===== src/inc/sdss_params.svh =====
// Purpose: constants of the stepper drive and sync start block
// Assumes: hclk at 10 MHz, times held in ns, counts derived from them
// Notes: register offsets are byte addresses on the AHB-Lite slave
`ifndef SDSS_PARAMS_SVH
`define SDSS_PARAMS_SVH
`define SDSS_CLK_NS       100
`define SDSS_CYC(t)       (((t) + `SDSS_CLK_NS - 1) / `SDSS_CLK_NS)
`define SDSS_T_12U_NS     12000
`define SDSS_T_102U_NS    102000
`define SDSS_T_409U_NS    409000
`define SDSS_T_1M6_NS     1600000
`define SDSS_T_13M_NS     13000000
`define SDSS_T_52M_NS     52000000
`define SDSS_T_104M_NS    104000000
`define SDSS_T_208M_NS    208000000
`define SDSS_T_416M_NS    416000000
`define SDSS_T_832M_NS    832000000
`define SDSS_T_FLT_S_NS   500
`define SDSS_T_FLT_L_NS   40000000
`define SDSS_SHOT_CYC     4'h8
`define SDSS_OFF_ENV1     8'h00
`define SDSS_OFF_ENV2     8'h04
`define SDSS_OFF_MODE     8'h08
`define SDSS_OFF_STAT     8'h0C
`define SDSS_OFF_IRQ      8'h10
`define SDSS_OFF_CMD      8'h14
`define SDSS_E1_TRIG      13
`define SDSS_E1_PRE       16
`define SDSS_E1_POL       19
`define SDSS_E1_POST      20
`define SDSS_E1_SEL       23
`define SDSS_E2_FILT      15
`define SDSS_E2_IRQEN     19
`define SDSS_MD_WAIT      12
`define SDSS_ST_WIND      0
`define SDSS_ST_SHARED    23
`define SDSS_ST_CODE      24
`define SDSS_ST_LINE      29
`define SDSS_IRQ_SYNC     9
`define SDSS_CMD_START    8'h01
`define SDSS_CMD_SYNC     8'h12
`define SDSS_CMD_STOP     8'h32
`define SDSS_CFG_RST      14'h0000
`endif


===== src/inc/sdss_pkg.sv =====
// Purpose: types of the stepper drive and sync start block
// Assumes: constants come from sdss_params.svh
// Notes: state codes are one-hot
`default_nettype none
package sdss_pkg;
  typedef enum logic [4:0] {
    ST_IDLE = 5'h01, // reduction on, no motion
    ST_WAIT = 5'h02, // held for the sync line
    ST_PRE  = 5'h04, // reduction released, pre-run wait
    ST_RUN  = 5'h08, // motion in progress
    ST_POST = 5'h10  // post-run wait
  } sdss_state_e;
  typedef struct packed {
    logic       sel;
    logic       pol;
    logic [2:0] pre;
    logic [2:0] post;
    logic       trig_edge;
    logic       filt_long;
    logic       irq_en;
    logic       wait_sync;
    logic [1:0] spare;
  } sdss_cfg_s;
endpackage
`default_nettype wire


===== src/design/sdss_top.sv =====
// Purpose: current reduction, winding phases and sync start of one axis
// Assumes: pulse_step, pulse_dir, operation_done, deviation_clear_in on hclk
// Notes: zero-wait AHB-Lite slave, whole words only
//
// The AHB-Lite interface to the registers and the register addresses were left to the implementer.
`include "sdss_params.svh"
`timescale 1ns/1ps
`default_nettype none
module sdss_top #(
  parameter int unsigned CYC_1M6   = `SDSS_CYC(`SDSS_T_1M6_NS),   // 1.6 ms
  parameter int unsigned CYC_13M   = `SDSS_CYC(`SDSS_T_13M_NS),   // 13 ms
  parameter int unsigned CYC_52M   = `SDSS_CYC(`SDSS_T_52M_NS),   // 52 ms
  parameter int unsigned CYC_104M  = `SDSS_CYC(`SDSS_T_104M_NS),  // 104 ms
  parameter int unsigned CYC_208M  = `SDSS_CYC(`SDSS_T_208M_NS),  // 208 ms
  parameter int unsigned CYC_416M  = `SDSS_CYC(`SDSS_T_416M_NS),  // 416 ms
  parameter int unsigned CYC_832M  = `SDSS_CYC(`SDSS_T_832M_NS),  // 832 ms
  parameter int unsigned CYC_FLT_L = `SDSS_CYC(`SDSS_T_FLT_L_NS)  // 40 ms
) (
  input  wire logic        hclk,                   // clock
  input  wire logic        hresetn,                // async reset, low
  input  wire logic        ce,                     // clock enable
  input  wire logic        hsel,                   // slave select
  input  wire logic [31:0] haddr,                  // address
  input  wire logic [1:0]  htrans,                 // transfer type
  input  wire logic        hwrite,                 // write
  input  wire logic [2:0]  hsize,                  // size, words only
  input  wire logic [31:0] hwdata,                 // write data
  input  wire logic        hready,                 // bus ready
  output logic             hreadyout,              // always ready
  output logic             hresp,                  // always okay
  output logic [31:0]      hrdata,                 // read data
  input  wire logic        sync_begin_in,          // sync line level
  output logic             sync_begin_out,         // sync line drive value
  output logic             sync_begin_oe,          // pulling the line low
  input  wire logic        excitation_mode_select, // 0 2-2, 1 1-2
  input  wire logic        drive_topology_select,  // 0 unipolar, 1 bipolar
  input  wire logic        pulse_step,             // command pulse
  input  wire logic        pulse_dir,              // 1 positive
  input  wire logic        operation_done,         // motion finished
  input  wire logic        deviation_clear_in,     // clear signal level
  output logic             shared_out,             // shared output pin
  output logic             winding_a_drive,        // phase a
  output logic             winding_b_drive,        // phase b
  output logic             winding_c_drive,        // phase c
  output logic             winding_d_drive,        // phase d
  output logic             motion_start,           // start pulse
  output logic             run_active,             // motion running
  output logic             sync_irq                // interrupt, high
);
  localparam logic [15:0] UNI22 = {4'h3, 4'h6, 4'hC, 4'h9};
  localparam logic [31:0] UNI12 = {4'h1, 4'h3, 4'h2, 4'h6, 4'h4, 4'hC, 4'h8, 4'h9};
  localparam logic [15:0] BIP22 = {4'h0, 4'h4, 4'hC, 4'h8};
  localparam logic [31:0] BIP12 = {4'h2, 4'h0, 4'h5, 4'h4, 4'hE, 4'hC, 4'h9, 4'h8};

  sdss_pkg::sdss_cfg_s   cfg_r, cfg_nxt;
  sdss_pkg::sdss_state_e st_r, st_nxt;
  logic                  wr_pend_r, wr_pend_nxt;
  logic [7:0]            wr_off_r, wr_off_nxt;
  logic [31:0]           rdata_r, rdata_nxt;
  logic                  irq_flag_r, irq_flag_nxt;
  logic                  take, addr_ok, clr, cmd_start, cmd_sync, cmd_stop;
  logic [23:0]           tmr_r, tmr_nxt, pend_n;
  logic                  go_r, go_nxt, shared_r, shared_nxt;
  logic                  hold_off, trig_fire, reduce;
  logic [3:0]            code;
  logic [2:0]            meta_r, sync_r;
  logic                  filt_r, filt_nxt, line_on, line_fall;
  logic [23:0]           fcnt_r, fcnt_nxt, thr;
  logic [3:0]            shot_r, shot_nxt;
  logic                  oe_r, oe_nxt;
  logic [2:0]            idx_r, idx_nxt;
  logic [3:0]            wind_r, wind_nxt;

  // cycles of pre-run wait per code
  function automatic logic [23:0] pre_cyc(input logic [2:0] c);
    logic [23:0] n;
    n = 24'h000001;
    unique case (c)
      3'b000: n = 24'(`SDSS_CYC(`SDSS_T_12U_NS));
      3'b001: n = 24'(`SDSS_CYC(`SDSS_T_102U_NS));
      3'b010: n = 24'(`SDSS_CYC(`SDSS_T_409U_NS));
      3'b011: n = 24'(CYC_1M6);
      3'b100: n = 24'(CYC_13M);
      3'b101: n = 24'(CYC_52M);
      3'b110: n = 24'(CYC_104M);
      3'b111: n = 24'h000001;
    endcase
    return n;
  endfunction

  // cycles of post-run wait per code, zero for none
  function automatic logic [23:0] post_cyc(input logic [2:0] c);
    logic [23:0] n;
    n = 24'h000000;
    unique case (c)
      3'b000: n = 24'h000000;
      3'b001: n = 24'(`SDSS_CYC(`SDSS_T_12U_NS));
      3'b010: n = 24'(CYC_1M6);
      3'b011: n = 24'(CYC_52M);
      3'b100: n = 24'(CYC_104M);
      3'b101: n = 24'(CYC_208M);
      3'b110: n = 24'(CYC_416M);
      3'b111: n = 24'(CYC_832M);
    endcase
    return n;
  endfunction

  // winding pattern {a,b,c,d} for a step index
  function automatic logic [3:0] phase_pat(input logic [2:0] i, input logic half, input logic bip);
    logic [3:0] p;
    p = 4'h0;
    unique case ({bip, half})
      2'b00: p = UNI22[{i[1:0], 2'b00} +: 4];
      2'b01: p = UNI12[{i, 2'b00} +: 4];
      2'b10: p = BIP22[{i[1:0], 2'b00} +: 4];
      2'b11: p = BIP12[{i, 2'b00} +: 4];
    endcase
    return p;
  endfunction

  // bus decode, config writes, commands, interrupt flag
  always_comb
  begin
    take = hsel && hready && htrans[1];
    addr_ok = (haddr[31:8] == 24'h000000);
    wr_pend_nxt = take && hwrite && addr_ok;
    wr_off_nxt = haddr[7:0];
    rdata_nxt = rdata_r;
    if (take && !hwrite)
    begin
      rdata_nxt = 32'h00000000;
      if (addr_ok)
        case (haddr[7:0])
          `SDSS_OFF_ENV1:
          begin
            rdata_nxt[`SDSS_E1_TRIG] = cfg_r.trig_edge;
            rdata_nxt[`SDSS_E1_PRE +: 3] = cfg_r.pre;
            rdata_nxt[`SDSS_E1_POL] = cfg_r.pol;
            rdata_nxt[`SDSS_E1_POST +: 3] = cfg_r.post;
            rdata_nxt[`SDSS_E1_SEL] = cfg_r.sel;
          end
          `SDSS_OFF_ENV2:
          begin
            rdata_nxt[`SDSS_E2_FILT] = cfg_r.filt_long;
            rdata_nxt[`SDSS_E2_IRQEN] = cfg_r.irq_en;
          end
          `SDSS_OFF_MODE: rdata_nxt[`SDSS_MD_WAIT] = cfg_r.wait_sync;
          `SDSS_OFF_STAT:
          begin
            rdata_nxt[`SDSS_ST_WIND +: 4] = wind_r;
            rdata_nxt[`SDSS_ST_SHARED] = shared_r;
            rdata_nxt[`SDSS_ST_CODE +: 4] = code;
            rdata_nxt[`SDSS_ST_LINE] = line_on;
          end
          `SDSS_OFF_IRQ: rdata_nxt[`SDSS_IRQ_SYNC] = irq_flag_r;
          default: rdata_nxt = 32'h00000000;
        endcase
    end
    cfg_nxt = cfg_r;
    clr = 1'b0;
    cmd_start = 1'b0;
    cmd_sync = 1'b0;
    cmd_stop = 1'b0;
    if (wr_pend_r)
      case (wr_off_r)
        `SDSS_OFF_ENV1:
        begin
          cfg_nxt.trig_edge = hwdata[`SDSS_E1_TRIG];
          cfg_nxt.pre = hwdata[`SDSS_E1_PRE +: 3];
          cfg_nxt.pol = hwdata[`SDSS_E1_POL];
          cfg_nxt.post = hwdata[`SDSS_E1_POST +: 3];
          cfg_nxt.sel = hwdata[`SDSS_E1_SEL];
        end
        `SDSS_OFF_ENV2:
        begin
          cfg_nxt.filt_long = hwdata[`SDSS_E2_FILT];
          cfg_nxt.irq_en = hwdata[`SDSS_E2_IRQEN];
        end
        `SDSS_OFF_MODE: cfg_nxt.wait_sync = hwdata[`SDSS_MD_WAIT];
        `SDSS_OFF_IRQ: clr = hwdata[`SDSS_IRQ_SYNC];
        `SDSS_OFF_CMD:
        begin
          cmd_start = (hwdata[7:0] == `SDSS_CMD_START);
          cmd_sync = (hwdata[7:0] == `SDSS_CMD_SYNC);
          cmd_stop = (hwdata[7:0] == `SDSS_CMD_STOP);
        end
        default: cfg_nxt = cfg_r;
      endcase
    // a new line event wins over a clear in the same cycle
    irq_flag_nxt = (line_fall && cfg_r.irq_en) || (irq_flag_r && !clr);
  end

  // bus and config registers
  always_ff @(posedge hclk or negedge hresetn)
  begin
    if (!hresetn)
    begin
      cfg_r <= `SDSS_CFG_RST;
      wr_pend_r <= 1'b0;
      wr_off_r <= 8'h00;
      rdata_r <= 32'h00000000;
      irq_flag_r <= 1'b0;
    end
    else if (ce)
    begin
      cfg_r <= cfg_nxt;
      wr_pend_r <= wr_pend_nxt;
      wr_off_r <= wr_off_nxt;
      rdata_r <= rdata_nxt;
      irq_flag_r <= irq_flag_nxt;
    end
  end

  // pin synchronisers: sync line, excitation, topology
  always_ff @(posedge hclk or negedge hresetn)
  begin
    if (!hresetn)
    begin
      meta_r <= 3'b001;
      sync_r <= 3'b001;
    end
    else if (ce)
    begin
      meta_r <= {drive_topology_select, excitation_mode_select, sync_begin_in};
      sync_r <= meta_r;
    end
  end

  // pulse filter on the line and the outgoing one-shot
  always_comb
  begin
    thr = cfg_r.filt_long ? 24'(CYC_FLT_L) : 24'(`SDSS_CYC(`SDSS_T_FLT_S_NS));
    filt_nxt = filt_r;
    fcnt_nxt = 24'h000000;
    if (sync_r[0] != filt_r)
    begin
      if (fcnt_r >= thr - 24'h000001)
        filt_nxt = sync_r[0];
      else
        fcnt_nxt = fcnt_r + 24'h000001;
    end
    line_on = !filt_r;
    line_fall = filt_r && !filt_nxt;
    shot_nxt = (shot_r != 4'h0) ? shot_r - 4'h1 : 4'h0;
    if (cmd_sync)
      shot_nxt = `SDSS_SHOT_CYC;
    oe_nxt = (shot_nxt != 4'h0);
  end

  always_ff @(posedge hclk or negedge hresetn)
  begin
    if (!hresetn)
    begin
      filt_r <= 1'b1;
      fcnt_r <= 24'h000000;
      shot_r <= 4'h0;
      oe_r <= 1'b0;
    end
    else if (ce)
    begin
      filt_r <= filt_nxt;
      fcnt_r <= fcnt_nxt;
      shot_r <= shot_nxt;
      oe_r <= oe_nxt;
    end
  end

  // axis sequence: wait, pre-run, run, post-run
  always_comb
  begin
    st_nxt = st_r;
    tmr_nxt = (tmr_r != 24'h000000) ? tmr_r - 24'h000001 : tmr_r;
    go_nxt = 1'b0;
    pend_n = post_cyc(cfg_r.post);
    hold_off = cfg_r.wait_sync && !(line_on && !cfg_r.trig_edge);
    trig_fire = cfg_r.trig_edge ? line_fall : line_on;
    unique case (st_r)
      sdss_pkg::ST_IDLE:
        if (cmd_start && hold_off)
          st_nxt = sdss_pkg::ST_WAIT;
      sdss_pkg::ST_WAIT: st_nxt = st_r;
      sdss_pkg::ST_PRE:
        if (tmr_r == 24'h000000)
        begin
          st_nxt = sdss_pkg::ST_RUN;
          go_nxt = 1'b1;
        end
      sdss_pkg::ST_RUN:
        if (operation_done)
        begin
          st_nxt = (pend_n == 24'h000000) ? sdss_pkg::ST_IDLE : sdss_pkg::ST_POST;
          tmr_nxt = pend_n - 24'h000001;
        end
      sdss_pkg::ST_POST:
        if (tmr_r == 24'h000000)
          st_nxt = sdss_pkg::ST_IDLE;
    endcase
    if ((st_r == sdss_pkg::ST_IDLE && cmd_start && !hold_off) ||
        (st_r == sdss_pkg::ST_WAIT && trig_fire))
    begin
      st_nxt = sdss_pkg::ST_PRE;
      tmr_nxt = pre_cyc(cfg_r.pre) - 24'h000001;
    end
    if (cmd_stop)
      st_nxt = sdss_pkg::ST_IDLE;
    reduce = (st_nxt == sdss_pkg::ST_IDLE) || (st_nxt == sdss_pkg::ST_WAIT);
    shared_nxt = cfg_nxt.sel ? (cfg_nxt.pol ? reduce : !reduce) : deviation_clear_in;
    code = 4'h0;
    unique case (st_r)
      sdss_pkg::ST_IDLE: code = 4'h0;
      sdss_pkg::ST_WAIT: code = 4'hC;
      sdss_pkg::ST_PRE:  code = 4'h2;
      sdss_pkg::ST_RUN:  code = 4'h1;
      sdss_pkg::ST_POST: code = 4'h3;
    endcase
  end

  always_ff @(posedge hclk or negedge hresetn)
  begin
    if (!hresetn)
    begin
      st_r <= sdss_pkg::ST_IDLE;
      tmr_r <= 24'h000000;
      go_r <= 1'b0;
      shared_r <= 1'b0;
    end
    else if (ce)
    begin
      st_r <= st_nxt;
      tmr_r <= tmr_nxt;
      go_r <= go_nxt;
      shared_r <= shared_nxt;
    end
  end

  // step index follows command pulses, pattern from selects
  always_comb
  begin
    idx_nxt = idx_r;
    if (pulse_step)
      idx_nxt = pulse_dir ? idx_r + 3'h1 : idx_r - 3'h1;
    wind_nxt = phase_pat(idx_nxt, sync_r[1], sync_r[2]);
  end

  always_ff @(posedge hclk or negedge hresetn)
  begin
    if (!hresetn)
    begin
      idx_r <= 3'h0;
      wind_r <= 4'h9;
    end
    else if (ce)
    begin
      idx_r <= idx_nxt;
      wind_r <= wind_nxt;
    end
  end

  // outputs
  assign hreadyout = 1'b1;
  assign hresp = 1'b0;
  assign hrdata = rdata_r;
  assign sync_begin_out = 1'b0;
  assign sync_begin_oe = oe_r;
  assign shared_out = shared_r;
  assign {winding_a_drive, winding_b_drive, winding_c_drive, winding_d_drive} = wind_r;
  assign motion_start = go_r;
  assign run_active = st_r[3];
  assign sync_irq = irq_flag_r;
endmodule
`default_nettype wire


===== config.mk =====
export PLATFORM = sky130hd
export DESIGN_NAME = sdss_top
export DESIGN_NICKNAME = d
export VERILOG_FILES = /design/src/inc/sdss_pkg.sv /design/src/design/sdss_top.sv
export VERILOG_INCLUDE_DIRS = /design/src /design/src/inc
export SDC_FILE = /design/constraint.sdc
export NUM_CORES = 1
export LEC_CHECK = 0
export BUFFER_PORTS_ARGS = -buffer_cell sky130_fd_sc_hd__buf_2
export CORE_ASPECT_RATIO = 1.75
export CORE_UTILIZATION = 52
export DETAILED_ROUTE_END_ITERATION = 16
export PLACE_DENSITY = 0.78
export REMOVE_ABC_BUFFERS = 1
export SLEW_MARGIN = 15
export SYNTH_ARGS = -nofsm -noshare
export SYNTH_HDL_FRONTEND = slang
export SYNTH_SLANG_ARGS = --single-unit

===== constraint.sdc =====
create_clock -name hclk -period 2.5 [get_ports hclk]
set_input_delay 0.25 -clock hclk [delete_from_list [all_inputs] [get_ports hclk]]
set_output_delay 0.25 -clock hclk [all_outputs]
set_load 0.02 [all_outputs]

==> metrics.txt, run 1 <==
max_slew headroom 59.1%; commonest non-fill, non-tap cell in the layout dfrtp_1; yosys warns 0; Post-Syn Area 0.00729 mm^2; pin count of the biggest net entering global routing 43; PnR worst setup slack -266 ps; Worst-path clk slew 60 ps; status finished with violations; Area growth syn-to-layout 33.2%; total track usage 33.1%; CTS H-tree lvls 4; Post-Synth Adder-Cell Area 4.22%; first-pass GRT wire length 36,700 um; Main synth FF type dfrtp_1; chip height 159 um; pre-CTS setup slack -294 ps; RePlAce Congestion 0.938; unrepaired setup endpoints after global routing true; Max Cap Violations 0; actual slew at the worst max-slew pin 598 ps; Antenna diodes 0; vias in the first global route 7,409; Post-synth EDFFs 0; root buf cell clkbuf_16; Leak 4.46 nW; Syn Inst Count 810; antenna violations before repair 0; post-synthesis sequential area ratio 39.9%; Worst Hold Class input pin to flop; Critical Path End Type flop; DRT iter0 DRCs 562; clock tree from TritonCTS done; Core Area 0.0135 mm^2; syn avg cell area 9.00 um^2; xor/xnor share of the synthesized area 3.36%; CP arrival 3130 ps; flops & latches, synth 116; share of post-route cells with drive strength above 1 35.0%; Final Max Tran Viols 0; Die X-Extent 91.5 um; Peak VDD IR 0.593 mV; Clk Latency, worst-skew pair 420 ps; total wire length 24,500 um; CP Data Required Time 2860 ps; full die area 0.0145 mm^2; DR vias 7,501; io pins 126; failing checks negative setup slack; largest family of logic cells by synthesized area compound AO/OA/AOI/OAI gates; minimum clock period 2770 ps; clock sink total 116; CP Class flop to flop; DRC violations left 0; asr flop ratio synth 100%; DRT antenna net count 0; PwrDens 728 mW/mm^2; most frequent cells in the layout 110 x dfrtp_1, 103 x buf_4, 94 x buf_2; mux cell area share after synthesis 5.47%; Post-DP HPWL 15,700 um; Max FO, Critical Path 6; vias per inst 6.34; Final setup viols 50; WHS 58.2 ps; compound-cell area share of the yosys netlist 21.0%; num rows 56; drt first pass iters 7; wire per inst 20.7 um; Num CTS Buffers 17; Synth cell types 80; Final Skew 9.26 ps; Core Util, Final 71.9%; GRT overflow 0; starting density of the core 53.9%; maximum clock frequency 362 MHz; Final Hold Viols 0; CTS Buffer Depth 2; crit share post-route 111%; Worst Setup Start Kind flop; Post-Synth Simple-Gate Area 20.6%; r2r setup slk -270 ps; Layout Nets 1,103; Port Buffers 95
-- cell type report --
type                    count  area, um^2
inverters                  25        93.8
fillers                   918        3800
clock buffers              17         425
flip-flops and latches    116        2910
well taps                 174         218
multi-input cells         624        4390
clock inverters            15         205
repair buffers            213        1480
-- state kept, by name, indices dropped and copies added, names as in the netlist --
signal,count
tmr_r,24
sync_begin_oe,1
wr_off_r,8
cfg_r,12
motion_start,1
fcnt_r,24
idx_r,3
sync_r,3
meta_r,3
shared_out,1
filt_r,1
wr_pend_r,1
wind_r,4
st_r,5
shot_r,4
sync_irq,1
hrdata,20
-- stage by stage --
stage / TNS [ps] / total power, W / instances / instance area, um^2
4_1_cts: -3500 / 0.00685 / 1183 / 9450
2_1_floorplan: -10680 / 0.00336 / 765 / 7040
5_1_grt: -12300 / 0.00732 / 1184 / 9720
3_3_place_gp: -5590 / 0.00404 / 1142 / 8600
3_5_place_dp: -8220 / 0.00411 / 1142 / 8600
6_report: -8250 / 0.00707 / 1184 / 9720
-- worst max-delay path, stage by stage (launching register included) --
cell      delay (ps)
dfrtp_1          390
inv_2             90
buf_4            170
ha_1             340
a211oi_2         280
o31ai_2          150
a211o_4          390
a21o_4           270
buf_6            150
nor3_1           280
a22o_2           200
-- logic make-up after synthesis --
| family | Yosys count |
|---|---|
| AO/OA/AOI/OAI | 228 |
| buffers and inverters | 82 |
| adder cells (fa/ha/maj) | 24 |
| flip-flops | 116 |
| other | 2 |
| multiplexers | 36 |
| XOR/XNOR | 28 |
| AND/OR/NAND/NOR | 294 |
-- per-layer routing --
| layer | part of all wire (%) | global-route usage, % |
|---|---|---|
| met3 | 6.5 | 5.78 |
| met4 | 7.8 | 25.2 |
| met5 | 0 | 0 |
| met2 | 52 | 60.0 |
| met1 | 34 | 33.4 |
-- cell usage after synthesis, types with 10 or more instances --
cell type | number | area (um^2)
dfrtp_1 | 110 | 2750
nand2_1 | 92 | 345
o21ai_0 | 68 | 340
nor2_1 | 56 | 210
a21oi_1 | 42 | 210
clkbuf_1 | 31 | 116
mux2_2 | 31 | 349
inv_1 | 25 | 93.8
ha_1 | 23 | 288
nor4_1 | 23 | 144
nand3_1 | 22 | 110
nor3_1 | 22 | 110
a22o_1 | 16 | 140
xnor2_1 | 16 | 140
a31oi_1 | 15 | 93.8
buf_4 | 15 | 113
and3_1 | 13 | 81.3
xor2_1 | 12 | 105
a21o_1 | 10 | 75.1
nor2b_1 | 10 | 62.6
-- report_power, final --
part / switching [W] / internal [W] / total, W
registers: 0.000270 / 0.00215 / 0.00242
logic: 0.00102 / 0.000957 / 0.00198
clock network: 0.00100 / 0.00168 / 0.00268
-- final timing paths --
check                           start         end  cells after the start
min in group asynchronous     hresetn  hrdata[21]                      2
max                          cfg_r[4]     st_r[4]                     10
max reg2reg                  cfg_r[4]     st_r[4]                     10
min reg2reg                hrdata[25]  hrdata[25]                      1
min                        hwdata[22]    cfg_r[8]                      2
max in group asynchronous     hresetn   meta_r[0]                      3
-- what timing repair did --
item	CTS	global route
cloned	2	1
hold buffers	1	0
setup buffers	6	1
hold endpoints to repair	31	0
gates resized for setup	39	73
pin swaps	7	33
endpoints found under the setup margin	48	54
Power figures use the tool's default switching activity.
==> run 2: changes to the inputs <==
- SKIP_LAST_GASP: default -> 1
==> run 2 against run 1 <==
Effect of this change: the flow still finishes with violations (negative setup slack); via count about the same; sequential cell count unchanged; largest cell class unchanged; routed wire length decreased by 1.4%; critical path type unchanged; setup slack improved by 76 ps; critical path depth increased by 2; critical endpoint is now tmr_r[4]; worst hold slack improved by 5.5 ps.
==> metrics.txt, run 2 (same netlist as run 1, synthesis figures left out) <==
DP Area 0.00860 mm^2 (unchanged); crit-path leading delay family compound AO/OA/AOI/OAI gates; Hold Path Depth 2 (unchanged); Core Area 0.0135 mm^2 (unchanged); CP arrival 2990 ps (-140 ps); actual slew at the worst max-slew pin 600 ps (+1.80 ps); drt first pass iters 5 (-2); WHS 63.8 ps (+5.52 ps); wire per inst 20.4 um (-1.4%); PwrDens 720 mW/mm^2 (-1.1%); minimum clock period 2690 ps (-75.8 ps); PnR worst setup slack -190 ps (+75.8 ps); GRT overflow 0 (unchanged); Final Hold Viols 0 (unchanged); Die X-Extent 91.5 um (unchanged); most frequent cells in the layout 110 x dfrtp_1, 99 x buf_4, 94 x buf_2; status finished with violations; share of post-route cells with drive strength above 1 35.1% (+0.20 points); Critical Path End Type flop; CP Data Required Time 2800 ps (-60 ps); io pins 126 (unchanged); Final setup viols 47 (-6.0%); Antenna diodes 0 (unchanged); Max Cap Violations 0 (unchanged); max incr delay on CP 370 ps (-20 ps); crit share post-route 108% (-3.0 points); Worst Path Buf+Inv 4 (+1); chip height 159 um (unchanged); pin count of the biggest net entering global routing 43 (unchanged); overall power 0.00703 W (-0.59%); Leak 4.46 nW (+0.13%); unrepaired setup endpoints after global routing true; CP Class flop to flop; Final Skew 6.80 ps (-2.46 ps); RePlAce Congestion 0.938 (unchanged); total wire length 24,100 um (-1.4%); Cell Chain, Critical Path inv_2 -> buf_6 -> buf_4 -> ha_1 -> a21oi_1 -> o21ai_1 -> a211o_4 -> a21oi_4 -> nand2_4 -> buf_4 -> o21ai_0 -> a2bb2oi_2; CTS Buffer Depth 2 (unchanged); Worst path slowest cell dfrtp_1; DR vias 7,497 (-0.053%); failing checks negative setup slack; Layout Nets 1,103 (unchanged); Stages on worst setup path 12 (+2); Port Buffers 95 (unchanged); root buf cell clkbuf_16; Worst Setup Start Kind flop; Area growth syn-to-layout 33.9%; commonest non-fill, non-tap cell in the layout dfrtp_1; Worst Hold Class input pin to flop; total track usage 32.9% (-0.21 points); Post-DP HPWL 15,700 um (unchanged); DRT antenna net count 0 (unchanged); Max FO, Critical Path 5 (-1); antenna violations before repair 0 (unchanged); DRT iter0 DRCs 477 (-15%); Worst-path clk slew 60 ps (about the same); num rows 56 (unchanged); max_slew headroom 59.0% (-0.12 points); full die area 0.0145 mm^2 (unchanged); post-route cell area 0.00977 mm^2 (+0.52%); vias per inst 6.33 (about the same); vias in the first global route 7,399 (-0.13%); Num CTS Buffers 17 (unchanged); Final Max Tran Viols 0 (unchanged); clock tree from TritonCTS done; most used cell, CP buf_4; Clk Latency, worst-skew pair 420 ps (about the same); CTS H-tree lvls 4 (unchanged); Peak VDD IR 0.578 mV (-2.6%); first-pass GRT wire length 36,500 um (-0.54%); starting density of the core 53.9% (unchanged); worst r2r path cells 12 (+2); clock sink total 116 (unchanged); DRC violations left 0 (unchanged); maximum clock frequency 372 MHz (+2.8%)
run 2: cell counts in the layout (fill, tap and decap cells not counted):
Identical to the previous run, type by type.
run 2: final timing paths:
kind | slack, ps | endpoint | start
max | -190 | tmr_r[4] | cfg_r[4]
min | 60 | cfg_r[9] | hwdata[16]
min reg2reg | 480 | hrdata[25] | hrdata[25]
min in group asynchronous | 360 | hrdata[21] | hresetn
max in group asynchronous | 1460 | sync_r[0] | hresetn
max reg2reg | -190 | tmr_r[4] | cfg_r[4]
run 2: per-stage QoR:
step                utilization [%]  instances  TNS (ps)  setup WS [ps]
floorplan                         -        765    -10680           -569
global placement               63.6       1142     -5590           -217
detailed placement             63.6       1142     -8220           -294
CTS                            69.8       1183     -3540           -156
global route                   72.2       1184     -7590           -258
finish                         72.2       1184     -4220           -190
run 2: layer usage:
metal,wire [um],part of all wire (%),GRT usage [%]
met5,0,0,0
met4,1910,7.9,26.2
met3,1630,6.7,5.21
met2,12500,52,59.7
met1,8040,33,33.1
run 2: worst register-to-register path, delay by kind of cell (launching register included):
kind / cells / cell delay, ps
compound gates: 6 / 1240
simple gates: 1 / 110
fa+ha+maj: 1 / 350
buf+inv: 4 / 500
flops: 1 / 370
run 2: layout make-up:
class / instances / area, um^2
multi-input cells: 624 / 4430
clock inverters: 15 / 205
flip-flops and latches: 116 / 2910
clock buffers: 17 / 425
inverters: 25 / 93.8
repair buffers: 213 / 1490
fillers: 911 / 3750
well taps: 174 / 218
run 2: report_power, final:
part	internal (W)	leakage [nW]	switching, W
clock	0.00168	0.300	0.000985
combinational	0.000952	2.68	0.00101
sequential	0.00215	1.49	0.000262
total	0.00478	4.46	0.00225
run 2: timing repair:
action / 4_1_cts / 5_1_grt
hold endpoints to repair: 31 / 0
hold buffers: 1 / 0
resized for setup: 38 / 80
pin swaps: 7 / 37
endpoints found under the setup margin: 48 / 54
setup buffers: 6 / 2
gates cloned: 2 / 1
==> run 3: changes to the inputs <==
- CORE_UTILIZATION: 52 -> 60
- PLACE_DENSITY: 0.78 -> 0.85
- clock period: 2.5 -> 3.3 ns (I/O delays scaled with it)
==> run 3 against run 2 <==
Effect of this change: the flow finishes with violations (negative hold slack); register-to-register slack improved by 260 ps; count of clock-buffer cells in the layout increased by 4; sequential cell count stayed put; final cell count fell by 11%; core utilization rose by 0.41 points; sequential share of layout area up 4.4 points; worst hold slack lost 76 ps; combinational power down 47%; total power is 31% lower; sequential power fell by 22%; global-route usage is 0.25 points higher; largest power group unchanged.
==> metrics.txt, run 3 (same netlist as run 1, synthesis figures left out) <==
CP Data Required Time 3630 ps (+830 ps); unrepaired setup endpoints after global routing true; Peak VDD IR 0.523 mV (-9.6%); total track usage 33.1% (+0.25 points); Finished Layout Cells 1,050 (-11%); worst r2r path cells 11 (-1); maximum clock frequency 309 MHz (-17%); Leak 3.85 nW (-14%); clock tree from TritonCTS done; Antenna diodes 0 (unchanged); commonest non-fill, non-tap cell in the layout dfrtp_1; CP arrival 3570 ps (+580 ps); Clk Latency, worst-skew pair 420 ps (about the same); Max FO, Critical Path 9 (+4); Final Max Tran Viols 0 (unchanged); full die area 0.0126 mm^2 (-13%); num rows 52 (-7.1%); Worst Setup Start Kind flop; total wire length 20,400 um (-15%); Critical Path End Type flop; Final Skew 6.37 ps (-0.438 ps); Final setup viols 0 (-100%); failing checks negative hold slack; status finished with violations; drt first pass iters 6 (+1); actual slew at the worst max-slew pin 840 ps (+241 ps); # placed instances 1,012 (-11%); Worst-path clk slew 60 ps (about the same); antenna violations before repair 0 (unchanged); Final Hold Viols 6 (+6); hold buffers post-CTS 0 (-1); DR vias 6,869 (-8.4%); vias per inst 6.54 (+3.3%); max_slew headroom 44.0% (-15 points); share of post-route cells with drive strength above 1 22.7% (-12 points); TNS Setup 0 ps (+4220 ps); minimum clock period 3230 ps (+544 ps); Core Area 0.0117 mm^2 (-13%); wire per inst 19.4 um (-4.7%); WHS -12.7 ps (-76.4 ps); RePlAce Congestion 0.871 (-7.2%); Worst Hold Class input pin to asynchronous set/reset pin; Max Cap Violations 0 (unchanged); starting density of the core 62.3% (+8.3 points); CP Class flop to flop; most frequent cells in the layout 110 x dfrtp_1, 94 x buf_2, 92 x nand2_1; Layout Nets 1,008 (-8.6%); root buf cell clkbuf_16; Port Buffers 95 (unchanged); Post-DP HPWL 13,800 um (-12%); DRT antenna net count 0 (unchanged); chip height 148 um (-6.8%); vias in the first global route 6,838 (-7.6%); Die X-Extent 85.3 um (-6.8%); io pins 126 (unchanged); crit share post-route 98.0% (-9.6 points); first-pass GRT wire length 32,600 um (-11%); PwrDens 570 mW/mm^2 (-21%); GRT overflow 0 (unchanged); Num CTS Buffers 17 (unchanged); DRC violations left 0 (unchanged); Area growth syn-to-layout 16.6%; CTS H-tree lvls 4 (unchanged); CTS Buffer Depth 2 (unchanged); pin count of the biggest net entering global routing 77 (+79%); clock sink total 116 (unchanged); DRT iter0 DRCs 752 (+58%)
-- run 3: cell types whose count changed in the layout (fill, tap and decap cells not counted), moves of 7 or more --
| cell | previous run | this run |
|---|---|---|
| o21ai_1 | 16 | 1 |
| a21oi_1 | 35 | 42 |
| buf_4 | 99 | 23 |
| o21ai_0 | 45 | 68 |
| buf_6 | 13 | 0 |
-- run 3: area by class of cell --
class                           count  area [um^2]
Multi-Input combinational cell    624         4050
Fill cell                         829         3200
Sequential cell                   116         2910
Timing Repair Buffer              118          663
Clock buffer                       21          470
Tap cell                          135          169
Clock inverter                     11          151
Inverter                           25         97.6
-- run 3: timing repair --
action / CTS / global route
gates resized for setup: 0 / 4
setup buffers: 0 / 6
setup endpoints to repair: 0 / 10
-- run 3: final timing paths --
check	start	to	slack (ps)
max	cfg_r[4]	shared_out	70
min	hresetn	fcnt_r[4]	-10
max reg2reg	cfg_r[4]	shared_out	70
min reg2reg	idx_r[2]	idx_r[2]	490
max in group asynchronous	hresetn	wr_off_r[2]	2460
min in group hclk	hwdata[20]	cfg_r[6]	140
-- run 3: layer usage --
| layer | track usage (%) | part of all wire [%] | vias to the layer above |
|---|---|---|---|
| met5 | 0 | 0 | - |
| met4 | 20.7 | 6.3 | 0 |
| met3 | 6.59 | 5.6 | 98 |
| met2 | 57.7 | 52 | 333 |
| met1 | 36.5 | 36 | 3298 |
| li1 | - | - | 3140 |
-- run 3: critical path, stage by stage, from the launching register on --
cell and delay (ps):
dfrtp_1 450, clkinvlp_4 250, buf_4 200, buf_4 130, ha_1 300, a211oi_1 300
o31ai_1 160, a211o_4 400, a221oi_1 390, o22ai_1 220, mux2i_1 170, o2bb2ai_1 170
-- run 3: per-stage QoR --
stage / hold slack [ps] / cell area (um^2) / util, % / power (W) / setup slack, ps
detailed placement: 471 / 7830 / 66.8 / 0.00289 / 211
floorplan: 34.4 / 7040 / - / 0.00254 / 231
global placement: 468 / 7830 / 66.8 / 0.00284 / 223
global route: 56.4 / 8510 / 72.6 / 0.00507 / -44.1
finish: -12.7 / 8510 / 72.6 / 0.00485 / 66.0
CTS: 26.3 / 8450 / 72.1 / 0.00483 / 167
-- run 3: power breakdown --
group          internal, W  switching, W
logic             0.000464      0.000578
registers          0.00163      0.000249
clock network      0.00125      0.000687
